## config.mk

```make
export PLATFORM = sky130hd
export DESIGN_NAME = cfg_access_dev_flat
export DESIGN_NICKNAME = d
export VERILOG_FILES = /design/src/cfg_access_pkg.sv /design/src/cfg_link_if.sv /design/src/cfg_access_dev.sv /design/src/flat_wrapper.sv
export SDC_FILE = /design/constraint.sdc
export NUM_CORES = 1
export LEC_CHECK = 0
export BUFFER_PORTS_ARGS = -buffer_cell sky130_fd_sc_hd__buf_2
export CORE_MARGIN = 4
export CORE_UTILIZATION = 56
export DETAILED_ROUTE_END_ITERATION = 8
export PLACE_DENSITY = 0.84
export RECOVER_POWER = 50
export SYNTH_ARGS = -nofsm -noshare
export SYNTH_HDL_FRONTEND = slang
export SYNTH_SLANG_ARGS = --single-unit
```

## constraint.sdc

```tcl
create_clock -name clock -period 4.8 [get_ports clock]
set_input_delay 0.72 -clock clock [delete_from_list [all_inputs] [get_ports clock]]
set_output_delay 0.72 -clock clock [all_outputs]
set_load 0.02 [all_outputs]
```

## src/cfg_access_pkg.sv

```systemverilog
// Shared constants, types and helpers for the configuration access message link
package cfg_access_pkg;
   // Control token codes
   localparam logic [7:0] CT_WRITE = 8'hC0; // 192
   localparam logic [7:0] CT_READ = 8'hC1; // 193
   localparam logic [7:0] CT_END = 8'h01;
   localparam logic [7:0] CT_ACK = 8'h03;
   localparam logic [7:0] CT_NACK = 8'h04;
   // Reply suppression marker in the low byte of the reply identifier
   localparam logic [7:0] NO_REPLY_LOW = 8'hFF;
   // Channel destination low halves for the two banks
   localparam logic [15:0] TILE_DEST_LOW = 16'hC20C;
   localparam logic [15:0] NODE_DEST_LOW = 16'hC30C;
   // Processor-status resource identifier parts
   localparam logic [7:0] PS_RES_LOW = 8'h0B;
   localparam int PS_SHIFT = 8;
   // Last byte index of each field and message lengths in tokens
   localparam logic [3:0] RID_LAST = 4'h2;
   localparam logic [3:0] REG_LAST = 4'h1;
   localparam logic [3:0] DATA_LAST = 4'h3;
   localparam logic [3:0] WR_MSG_LEN = 4'hB;
   localparam logic [3:0] RD_MSG_LEN = 4'h7;
   // Storage sizes
   localparam int REG_COUNT = 16;
   localparam int PS_COUNT = 16;
   localparam int FIFO_DEPTH = 16;
   localparam int TOK_W = 9;

   // One link token: control flag plus byte
   typedef struct packed {
      logic ctrl;
      logic [7:0] data;
   } tok_t;

   // Resource identifier of a processor status register
   function automatic logic [31:0] ps_resource_id(input logic [23:0] regn);
      ps_resource_id = ({8'h00, regn} << PS_SHIFT) | {24'h000000, PS_RES_LOW};
   endfunction : ps_resource_id

   // Register number legal in a bank of the given size
   function automatic logic reg_known(input logic [23:0] regn, input int count);
      reg_known = (regn < 24'(count));
   endfunction : reg_known
endpackage : cfg_access_pkg

```

## src/cfg_link_if.sv

```systemverilog
// Token link between a configuration requester and the configuration access device
`timescale 1ns/1ps
interface cfg_link_if;
   import cfg_access_pkg::*;
   logic req_valid;
   logic req_ready;
   tok_t req_tok;
   logic [31:0] req_dest;
   logic rsp_valid;
   logic rsp_ready;
   tok_t rsp_tok;
   logic [23:0] rsp_dest;

   modport dev (input req_valid, output req_ready, input req_tok, input req_dest,
                output rsp_valid, input rsp_ready, output rsp_tok, output rsp_dest);
   modport host (output req_valid, input req_ready, output req_tok, output req_dest,
                 input rsp_valid, output rsp_ready, input rsp_tok, input rsp_dest);
endinterface : cfg_link_if

```

## src/cfg_access_dev.sv

```systemverilog
// Configuration access device end: request FIFO, message parser, register banks, replier
//
// Function
// - Write: token 192, id, register, data, 1
// - Read: token 193, id, register, 1
// - Write reply: 3,1 success; 4,1 failure
// - Read reply: 3, data, 1; or 4,1
// - Multi-byte fields travel most significant byte first
// - Requester supplies its 24-bit reply identifier
// - Write with id low byte FF: no reply
// - Tile bank destination low bits C20C
// - Node bank destination low bits C30C
// - Status resource id is reg<<8 OR 0x0B
// - Status read and write move whole words
`timescale 1ns/1ps
module cfg_req_fifo #(
   parameter int WIDTH = 10,
   parameter int DEPTH = 16
) (
   input wire logic clock,
   input wire logic rstn,
   input wire logic in_valid,
   output logic in_ready,
   input wire logic [WIDTH-1:0] in_data,
   output logic out_valid,
   input wire logic out_ready,
   output logic [WIDTH-1:0] out_data
);
   localparam int AW = $clog2(DEPTH);
   typedef struct packed {
      logic [AW-1:0] wp;
      logic [AW-1:0] rp;
      logic [AW:0] count;
      logic full;
      logic empty;
   } fifo_s_t;
   fifo_s_t q, d;
   logic [WIDTH-1:0] mem [DEPTH];
   logic push, pop;

   assign in_ready = !q.full;
   assign out_valid = !q.empty;
   assign out_data = mem[q.rp];
   assign push = in_valid && !q.full;
   assign pop = out_ready && !q.empty;

   // Pointer and occupancy update; flags registered so ready leaves a flop
   always_comb begin
      d = q;
      if (push) begin
         d.wp = q.wp + 1'b1;
      end
      if (pop) begin
         d.rp = q.rp + 1'b1;
      end
      d.count = q.count + (AW+1)'(push) - (AW+1)'(pop);
      d.full = (d.count == (AW+1)'(DEPTH));
      d.empty = (d.count == '0);
   end

   always_ff @(posedge clock) begin
      if (!rstn) begin
         q <= '{wp: '0, rp: '0, count: '0, full: 1'b0, empty: 1'b1};
      end else begin
         q <= d;
      end
      if (push) begin
         mem[q.wp] <= in_data;
      end
   end
endmodule : cfg_req_fifo

module cfg_access_dev
   import cfg_access_pkg::*;
#(
   parameter logic [15:0] BANK_DEST_LOW = TILE_DEST_LOW
) (
   input wire logic clock,
   input wire logic rstn,
   cfg_link_if.dev link,
   input wire logic ps_valid,
   input wire logic ps_write,
   input wire logic [31:0] ps_resid,
   input wire logic [31:0] ps_wdata,
   output logic ps_ack,
   output logic ps_err,
   output logic [31:0] ps_rdata
);
   typedef enum logic [3:0] {
      S_IDLE = 4'b0000,
      S_RID = 4'b0001,
      S_REG = 4'b0010,
      S_DATA = 4'b0011,
      S_END = 4'b0100,
      S_SKIP = 4'b0101,
      S_EXEC = 4'b0110,
      S_RSP_HEAD = 4'b0111,
      S_RSP_DATA = 4'b1000,
      S_RSP_END = 4'b1001
   } dev_state_t;

   typedef struct packed {
      dev_state_t st;
      logic [3:0] cnt;
      logic wr;
      logic err;
      logic ok;
      logic [23:0] rid;
      logic [15:0] regn;
      logic [31:0] wdata;
      logic [31:0] rdata;
      logic rsp_valid;
      tok_t rsp_tok;
      logic [23:0] rsp_dest;
      logic ps_ack;
      logic ps_err;
      logic [31:0] ps_rdata;
   } dev_s_t;

   dev_s_t q, d;
   logic [31:0] cfg_mem [REG_COUNT];
   logic [31:0] ps_mem [PS_COUNT];
   logic f_valid, f_pop, f_match;
   tok_t f_tok;
   logic cfg_we, ps_we, slot_free, ps_ok;
   logic [23:0] ps_regn;

   // Incoming tokens queue here; a reply in progress stalls draining, back-pressuring the link
   cfg_req_fifo #(.WIDTH(TOK_W + 1), .DEPTH(FIFO_DEPTH)) u_fifo (
      .clock(clock),
      .rstn(rstn),
      .in_valid(link.req_valid),
      .in_ready(link.req_ready),
      .in_data({(link.req_dest[15:0] == BANK_DEST_LOW), link.req_tok}),
      .out_valid(f_valid),
      .out_ready(f_pop),
      .out_data({f_match, f_tok})
   );

   assign link.rsp_valid = q.rsp_valid;
   assign link.rsp_tok = q.rsp_tok;
   assign link.rsp_dest = q.rsp_dest;
   assign ps_ack = q.ps_ack;
   assign ps_err = q.ps_err;
   assign ps_rdata = q.ps_rdata;
   assign slot_free = !q.rsp_valid || link.rsp_ready;
   assign ps_regn = ps_resid[31:8];
   assign ps_ok = (ps_resid == ps_resource_id(ps_regn))
                  && reg_known(ps_regn, PS_COUNT);

   // Parser, executor and replier
   always_comb begin
      d = q;
      f_pop = 1'b0;
      cfg_we = 1'b0;
      ps_we = 1'b0;
      if (q.rsp_valid && link.rsp_ready) begin
         d.rsp_valid = 1'b0;
      end
      case (q.st)
         S_IDLE: begin
            // Stray tokens between messages are dropped
            f_pop = f_valid;
            if (f_valid && f_tok.ctrl && f_match &&
                (f_tok.data == CT_WRITE || f_tok.data == CT_READ)) begin
               d.wr = (f_tok.data == CT_WRITE);
               d.err = 1'b0;
               d.cnt = '0;
               d.st = S_RID;
            end
         end
         S_RID, S_REG, S_DATA: begin
            f_pop = f_valid;
            if (f_valid && f_tok.ctrl) begin
               // Early control token: failure, resync on the end token
               d.err = 1'b1;
               d.st = (f_tok.data == CT_END) ? S_EXEC : S_SKIP;
            end else if (f_valid) begin
               d.cnt = q.cnt + 4'h1;
               if (q.st == S_RID) begin
                  d.rid = {q.rid[15:0], f_tok.data};
                  if (q.cnt == RID_LAST) begin
                     d.cnt = '0;
                     d.st = S_REG;
                  end
               end else if (q.st == S_REG) begin
                  d.regn = {q.regn[7:0], f_tok.data};
                  if (q.cnt == REG_LAST) begin
                     d.cnt = '0;
                     d.st = q.wr ? S_DATA : S_END;
                  end
               end else begin
                  d.wdata = {q.wdata[23:0], f_tok.data};
                  if (q.cnt == DATA_LAST) begin
                     d.st = S_END;
                  end
               end
            end
         end
         S_END: begin
            f_pop = f_valid;
            if (f_valid) begin
               if (f_tok.ctrl && f_tok.data == CT_END) begin
                  d.st = S_EXEC;
               end else begin
                  d.err = 1'b1;
                  d.st = S_SKIP;
               end
            end
         end
         S_SKIP: begin
            f_pop = f_valid;
            if (f_valid && f_tok.ctrl && f_tok.data == CT_END) begin
               d.st = S_EXEC;
            end
         end
         S_EXEC: begin
            d.ok = !q.err && reg_known({8'h00, q.regn}, REG_COUNT);
            cfg_we = d.ok && q.wr;
            d.rdata = cfg_mem[q.regn[3:0]];
            d.cnt = '0;
            if (q.wr && q.rid[7:0] == NO_REPLY_LOW) begin
               d.st = S_IDLE;
            end else begin
               d.st = S_RSP_HEAD;
            end
         end
         S_RSP_HEAD: begin
            if (slot_free) begin
               d.rsp_valid = 1'b1;
               d.rsp_tok = '{ctrl: 1'b1, data: q.ok ? CT_ACK : CT_NACK};
               d.rsp_dest = q.rid;
               d.st = (q.ok && !q.wr) ? S_RSP_DATA : S_RSP_END;
            end
         end
         S_RSP_DATA: begin
            if (slot_free) begin
               d.rsp_valid = 1'b1;
               d.rsp_tok = '{ctrl: 1'b0, data: q.rdata[31:24]};
               d.rdata = {q.rdata[23:0], 8'h00};
               d.cnt = q.cnt + 4'h1;
               if (q.cnt == DATA_LAST) begin
                  d.st = S_RSP_END;
               end
            end
         end
         S_RSP_END: begin
            if (slot_free) begin
               d.rsp_valid = 1'b1;
               d.rsp_tok = '{ctrl: 1'b1, data: CT_END};
               d.st = S_IDLE;
            end
         end
         default: begin
            d.st = S_IDLE;
         end
      endcase
      // Processor status port: one full word per access, answered next cycle
      d.ps_ack = ps_valid;
      d.ps_err = ps_valid && !ps_ok;
      if (ps_valid && ps_ok) begin
         ps_we = ps_write;
         d.ps_rdata = ps_write ? q.ps_rdata : ps_mem[ps_regn[3:0]];
      end
   end

   // State and register bank storage; bank contents are not reset
   always_ff @(posedge clock) begin
      if (!rstn) begin
         q <= '0;
      end else begin
         q <= d;
      end
      if (cfg_we) begin
         cfg_mem[q.regn[3:0]] <= q.wdata;
      end
      if (ps_we) begin
         ps_mem[ps_regn[3:0]] <= ps_wdata;
      end
   end
endmodule : cfg_access_dev

```

## src/flat_wrapper.sv

```systemverilog
// flat-port wrapper written by rule: the top's interface ports become plain ports
module cfg_access_dev_flat import cfg_access_pkg::*;
#(
   parameter logic [15:0] BANK_DEST_LOW = TILE_DEST_LOW
)
  (clock, rstn, ps_valid, ps_write, ps_resid, ps_wdata, ps_ack, ps_err, ps_rdata, link_req_valid, link_req_ready, link_req_tok, link_req_dest, link_rsp_valid, link_rsp_ready, link_rsp_tok, link_rsp_dest);
  cfg_link_if link_i ();
  input wire logic clock;
  input wire logic rstn;
  input wire logic ps_valid;
  input wire logic ps_write;
  input wire logic [31:0] ps_resid;
  input wire logic [31:0] ps_wdata;
  output logic ps_ack;
  output logic ps_err;
  output logic [31:0] ps_rdata;
  input wire logic [$bits(link_i.req_valid)-1:0] link_req_valid;
  output wire logic [$bits(link_i.req_ready)-1:0] link_req_ready;
  input wire logic [$bits(link_i.req_tok)-1:0] link_req_tok;
  input wire logic [$bits(link_i.req_dest)-1:0] link_req_dest;
  output wire logic [$bits(link_i.rsp_valid)-1:0] link_rsp_valid;
  input wire logic [$bits(link_i.rsp_ready)-1:0] link_rsp_ready;
  output wire logic [$bits(link_i.rsp_tok)-1:0] link_rsp_tok;
  output wire logic [$bits(link_i.rsp_dest)-1:0] link_rsp_dest;
  assign link_i.req_valid = link_req_valid;
  assign link_req_ready = link_i.req_ready;
  assign link_i.req_tok = link_req_tok;
  assign link_i.req_dest = link_req_dest;
  assign link_rsp_valid = link_i.rsp_valid;
  assign link_i.rsp_ready = link_rsp_ready;
  assign link_rsp_tok = link_i.rsp_tok;
  assign link_rsp_dest = link_i.rsp_dest;
  cfg_access_dev #(.BANK_DEST_LOW(BANK_DEST_LOW)) u_core (.clock(clock), .rstn(rstn), .link(link_i), .ps_valid(ps_valid), .ps_write(ps_write), .ps_resid(ps_resid), .ps_wdata(ps_wdata), .ps_ack(ps_ack), .ps_err(ps_err), .ps_rdata(ps_rdata));
endmodule
```

==> results.md, run 1 <==
* Die Height at around 320 µm
* Worst hold path type: input pin to flip-flop
* Final Critical Period at 3.706 ns
* Unrepaired setup endpoints after global routing: no
* Mapped Cells at 2755
* Max Fclk at between 200 and 300 MHz
* # port buffers at around 160
* Final Skew at approximately 0.027 ns
* # IOs at 180
* Multi-input combinational cell area at ~13000 µm²
* Count of pins over their slew limit at 0
* Top delay family on crit path: simple AND/OR/NAND/NOR gates
* Die Span X at 316.7 µm
* Initial Util at 56.83%
* # nets final at approximately 3000
* Area growth, synth to finish at 12.26%
* Number of core rows at 112
* Post-CTS setup buffers at 0
* Routed Antenna Nets at 0
* Placer Congestion at 0.8173
* Type of origin of the critical path: flip-flop
* Avg Inst Size Synth at 19.37 µm²
* Final setup margin at 1.094 ns
* YS warnings at 0
* CTS resizes at 0
* Post-synth ARST share at 0%
* First-pass GRT wire length at 187500 µm
* Register area share after synthesis at 74.36%
* # setup viols final at 0
* CP max FO at 21
* Critical path type: flip-flop to flip-flop
* Routed length per instance at 29.36 µm
* Worst-Margin Slew at 1.487 ns
* Longest Clk Path Bufs at 3
* DR iter-0 viols at a little under 4000
* Number of synthesized flops with an enable pin at 1184
* Fin util at a little under two thirds
* DP Wirelength at 66770 µm
* GR Util All Layers at 25.46%
* Arrival @ worst endpoint at around 4.3 ns
* Clock-pin transition on the worst setup and hold timing paths at 0.06 ns
* CP max-delay cell: dfxtp_2
* Most frequent cells in the layout: 1184 x edfxtp_1, 342 x mux4_2, 201 x dfxtp_1
* Final Hold Fails at 0
* Vias at 27930
* CP peak stage delay at ~0.82 ns
* Vias per std cell at about 6.5
* Setup TNS at 0 ns
* Antenna violations before repair at 8
* Layout cells sized above 1 at 23.63%
* Slew headroom at 0.8457%
* Commonest non-fill, non-tap cell in the layout: edfxtp_1
* H-tree Lvls at 4
* DR pass1 iterations at 7
* Max Cap Viol at 0
* Grt ovf at 0
* Filler instances at 5926
* Max VDD drop at between 0.0003 and 0.0004 V
* Crit end category: flip-flop
* Run status: complete, no violations
* Hold_sp: ps_valid
* Main flop type after synthesis: edfxtp_1
* Final period util at 77.21%
* Cell area after synthesis at 53360 µm²
* P per Cell Area at 421.1 nW/µm²
* TritonCTS clock tree: built
* Core area at roughly 94000 µm²
* Largest net degree at the start of global routing at 125
* Flops & latches, synth at 1390
* Worst reg-to-reg setup slack at 1.09 ns
* Hold_buf cts at 0
* Critical-path cell list: buf_4, mux4_2, and2_1, o21ai_0, nand4_1, nor2_2, a21oi_2, or4_1, a21oi_1
* Final wirelength at between 100000 and 150000 µm
* Post-placement setup slack at about 1.0 ns
* Static leakage at 19.04 nW
* Syn_nets at 2880
* Hold WS at around 0.27 ns
* Die ar. at around 100000 µm²
* Synth unique cells at 66
* TritonCTS buffer count at 138
* Root cell of the clock tree: clkbuf_16
* Num Clock Sinks at roughly 1400
* Buf/Inv on CP at 1
* DRC viols at 0
* Vias in the first global route at 28890
* Skew-Pair Late Insertion Delay at 0.75 ns
* Critical path required time at 5.44 ns
* Sequential cell area at around 40000 µm²
sequential cells by signal, summed over array words and instances, names as in the netlist, named ones only:
| signal | count |
|---|---|
| u_core.cfg_mem | 512 |
| u_core.link.rsp_dest | 24 |
| u_core.link.rsp_tok | 9 |
| u_core.link.rsp_valid | 1 |
| u_core.ps_ack | 1 |
| u_core.ps_err | 1 |
| u_core.ps_mem | 512 |
| u_core.ps_rdata | 32 |
| u_core.q | 115 |
| u_core.u_fifo.mem | 160 |
| u_core.u_fifo.q | 15 |
kinds of logic (layout without fill, tap and decap cells):
family	Yosys count	after routing	share of synthesized area (%)
buf+inv	227	493	2.129
flops	1390	1390	74.36
mux	447	447	16.78
fa+ha+maj	14	14	0.3424
compound gates	194	194	2.188
other cells	0	4	0
xor+xnor	10	10	0.1641
simple gates	473	473	4.031
routing by layer:
layer	global-route usage (%)	up-vias	part of all wire [%]
met2	42.60	1941	51
met3	5.326	298	10
li1	-	11320	-
met4	8.344	6	3.0
met5	0	-	0.033
met1	33.97	14370	36
worst register-to-register path, delay by kind of cell (launching register included):
kind	cells	cell delay (ns)
AO/OA/AOI/OAI	3	0.64
buffers and inverters	1	0.43
flip-flops	1	0.82
multiplexers	1	0.55
AND/OR/NAND/NOR	4	1.17
path summary, 6_finish.rpt:
kind,to,cells after the start
worst min-delay path,u_core.ps_ack,2
worst max register to register,u_core.q[178],9
worst max-delay path,u_core.q[178],9
worst min register to register,u_core.link.rsp_dest[4],2
layout make-up:
type / instances / area share (%)
sequential: 1390 / 66.26
multi-input combinational: 1138 / 21.34
clock buffer: 171 / 6.198
tap: 1254 / 2.619
timing repair buffer: 224 / 2.204
clock inverter: 82 / 1.260
inverter: 16 / 0.1086
antenna: 4 / 0.01671
cells in the mapped netlist (all sizes together) (13+ instances only):
master / count / area, µm²
nor2: 149 / 561.8
nand3: 32 / 160.2
nand2: 176 / 660.6
edfxtp: 1184 / 35550
a22oi: 38 / 285.3
clkbuf: 110 / 412.9
ha: 13 / 162.7
mux2i: 85 / 863.3
o21ai: 15 / 82.58
and2: 26 / 162.7
dfxtp: 206 / 4124
nor2b: 15 / 93.84
inv: 16 / 60.05
nor3: 19 / 95.09
a21oi: 111 / 559.3
mux4: 353 / 7991
buf: 101 / 663.1
through the flow:
step | power [W] | area [µm²] | std cells
detailed placement | 0.01483 | 55560 | 4022
finish | 0.02522 | 59900 | 4279
global route | 0.02599 | 59900 | 4279
floorplan | 0.01440 | 53360 | 2755
global placement | 0.01475 | 55560 | 4022
CTS | 0.02534 | 60030 | 4275
power breakdown:
part           switching, W  total (W)  internal [W]  leakage [nW]
combinational      0.000823    0.00141      0.000591          4.39
sequential         0.000114     0.0132        0.0131          12.5
clock               0.00457     0.0106       0.00603          2.17
Note: power is estimated with default switching activity, not from simulation.
==> run 2, diff against run 1 <==
Clock period 4.8 ns to 3.37 ns, I/O delays scaled along.
==> results.md, run 2 (same netlist as run 1, synthesis figures left out) <==
* Root cell of the clock tree: clkbuf_16
* Area growth, synth to finish at 13.49%
* Static leakage at 19.35 nW (+1.6%)
* Placer Congestion at 0.8491 (+3.9%)
* Num Clock Sinks at 1390 (unchanged)
* Vias in the first global route at 29230 (+1.2%)
* Max Cap Viol at 0 (unchanged)
* Layout cells sized above 1 at 24.85% (+1.2 points)
* TritonCTS clock tree: built
* Worst hold path type: input pin to flip-flop
* Hold Crit Depth at 4 (+2)
* First-pass GRT wire length at 187400 µm (about the same)
* CTS resizes at 0 (unchanged)
* Initial Util at 56.83% (unchanged)
* Hold Path End: u_core.ps_err
* Worst reg-to-reg setup slack at 0.15 ns (-0.94 ns)
* Sequential cell area at 39690 µm² (unchanged)
* Grt ovf at 0 (unchanged)
* CP max FO at 28 (+33%)
* Antenna violations before repair at 8 (unchanged)
* DRC viols at 0 (unchanged)
* P per Cell Area at 595.0 nW/µm² (+41%)
* GR Util All Layers at 25.56% (+0.10 points)
* Slew headroom at 2.706% (+1.9 points)
* Hold WS at 0.1675 ns (-0.1033 ns)
* Routed length per instance at 29.09 µm (-0.94%)
* H-tree Lvls at 4 (unchanged)
* # nets final at 3089 (+1.8%)
* TritonCTS buffer count at 135 (-2.2%)
* Largest net degree at the start of global routing at 69 (-45%)
* Die Height at 316.7 µm (unchanged)
* Commonest non-fill, non-tap cell in the layout: edfxtp_1
* Final Hold Fails at 0 (unchanged)
* Multi-input combinational cell area at 12830 µm² (+0.39%)
* # port buffers at 163 (unchanged)
* Critical path type: flip-flop to flip-flop
* DR pass1 iterations at 6 (-1)
* Crit end category: flip-flop
* Hold_sp: ps_resid[0]
* Run status: complete, no violations
* # IOs at 180 (unchanged)
* DR iter-0 viols at 3613 (-7.4%)
* Routed Antenna Nets at 0 (unchanged)
* Unrepaired setup endpoints after global routing: no
* Tot Pwr at 0.03603 W (+43%)
* Vias at 27950 (+0.050%)
* Worst reg-to-reg path cell count at 10 (+1)
* Count of pins over their slew limit at 0 (unchanged)
* DP Wirelength at 71210 µm (+6.7%)
* Worst-Margin Slew at 1.459 ns (-0.02790 ns)
* R2r endpoint: u_core.q[173]
* Max VDD drop at 0.0005507 V (+56%)
* Max Fclk at 310.9 MHz (+15%)
* Final wirelength at 126100 µm (+0.33%)
* Final Skew at 0.02949 ns (+0.002808 ns)
* # setup viols final at 0 (unchanged)
* Final Critical Period at 3.217 ns (-0.4891 ns)
* Critical path required time at 3.96 ns (-1.48 ns)
* Most frequent cells in the layout: 1184 x edfxtp_1, 342 x mux4_2, 201 x dfxtp_1
* Setup TNS at 0 ns (unchanged)
* Core area at 93890 µm² (unchanged)
* Final period util at 95.46% (+18 points)
* Cells after DPL at 4080 (+1.4%)
* Skew-Pair Late Insertion Delay at 0.74 ns (about the same)
* Clock-pin transition on the worst setup and hold timing paths at 0.06 ns (about the same)
* Number of core rows at 112 (unchanged)
* Longest Clk Path Bufs at 3 (unchanged)
* Type of origin of the critical path: flip-flop
* Die ar. at 100300 µm² (unchanged)
* Vias per std cell at 6.448 (-1.2%)
* Fin cells at 4334 (+1.3%)
* Arrival @ worst endpoint at 3.81 ns (-0.53 ns)
* Filler instances at 5834 (-1.6%)
* Die Span X at 316.7 µm (unchanged)
run 2: changes by cell type in the layout (fill, tap and decap cells not counted), moves of 8 or more:
cell / change
buf_12: +20
buf_4: +34
clkbuf_1: +18
clkinv_1: -16
nor3_2: -8
nor3_4: +8
run 2: stage by stage:
stage          utilization (%)  worst slack [ns]  area, µm²
6_report                 64.50            0.1531      60560
5_1_grt                  64.49           0.01551      60550
4_1_cts                  64.66            0.2197      60710
3_5_place_dp             59.98            0.2509      56310
3_3_place_gp             59.98            0.3232      56310
2_1_floorplan                -          -0.07089      53400
run 2: critical path, stage by stage (launching register included):
cell and delay, ns:
dfxtp_2 0.36, buf_12 0.22, buf_4 0.30, mux4_2 0.53
and2_1 0.17, o21ai_0 0.20, nand4_1 0.28, nor4_4 0.43
or2b_1 0.26, a31oi_1 0.22, o41ai_1 0.09
run 2: area by class of cell:
type                            instances  area share [%]
Timing Repair Buffer                  283           3.302
Multi-Input combinational cell       1138           21.19
Clock inverter                         65           1.161
Antenna cell                            6         0.02479
Sequential cell                      1390           65.54
Clock buffer                          182           6.091
Inverter                               16          0.1074
Tap cell                             1254           2.591
run 2: how the worst max path moves through the flow:
stage / startpoint / end / slack [ns] / depth (start not counted)
2_1_floorplan: ps_resid[5] / u_core.ps_mem[10][0] / -0.07 / 7
3_3_place_gp: ps_resid[5] / u_core.ps_mem[8][14] / 0.32 / 9
3_5_place_dp: flip-flop / u_core.q[178] / 0.25 / 10
4_1_cts: flip-flop / u_core.q[179] / 0.22 / 10
5_1_grt: flip-flop / u_core.q[179] / 0.02 / 10
6_report: flip-flop / u_core.q[173] / 0.15 / 10
run 2: report_power, final:
part           switching (W)  total [W]  internal [W]
sequential          0.000101     0.0187        0.0186
combinational        0.00126    0.00221      0.000959
clock                0.00640     0.0151       0.00866
run 2: per-layer routing:
metal / up-vias / track usage, % / wire [µm]
met3: 329 / 4.947 / 10950
met2: 1661 / 42.61 / 64760
met5: - / 0 / 19
met1: 14510 / 33.71 / 45610
met4: 4 / 10.28 / 4734
li1: 11450 / - / -
run 2: timing repair:
action / in CTS / in global routing
endpoints found under the hold margin: 1 / 0
setup buffers: 0 / 0
hold buffers: 1 / 0
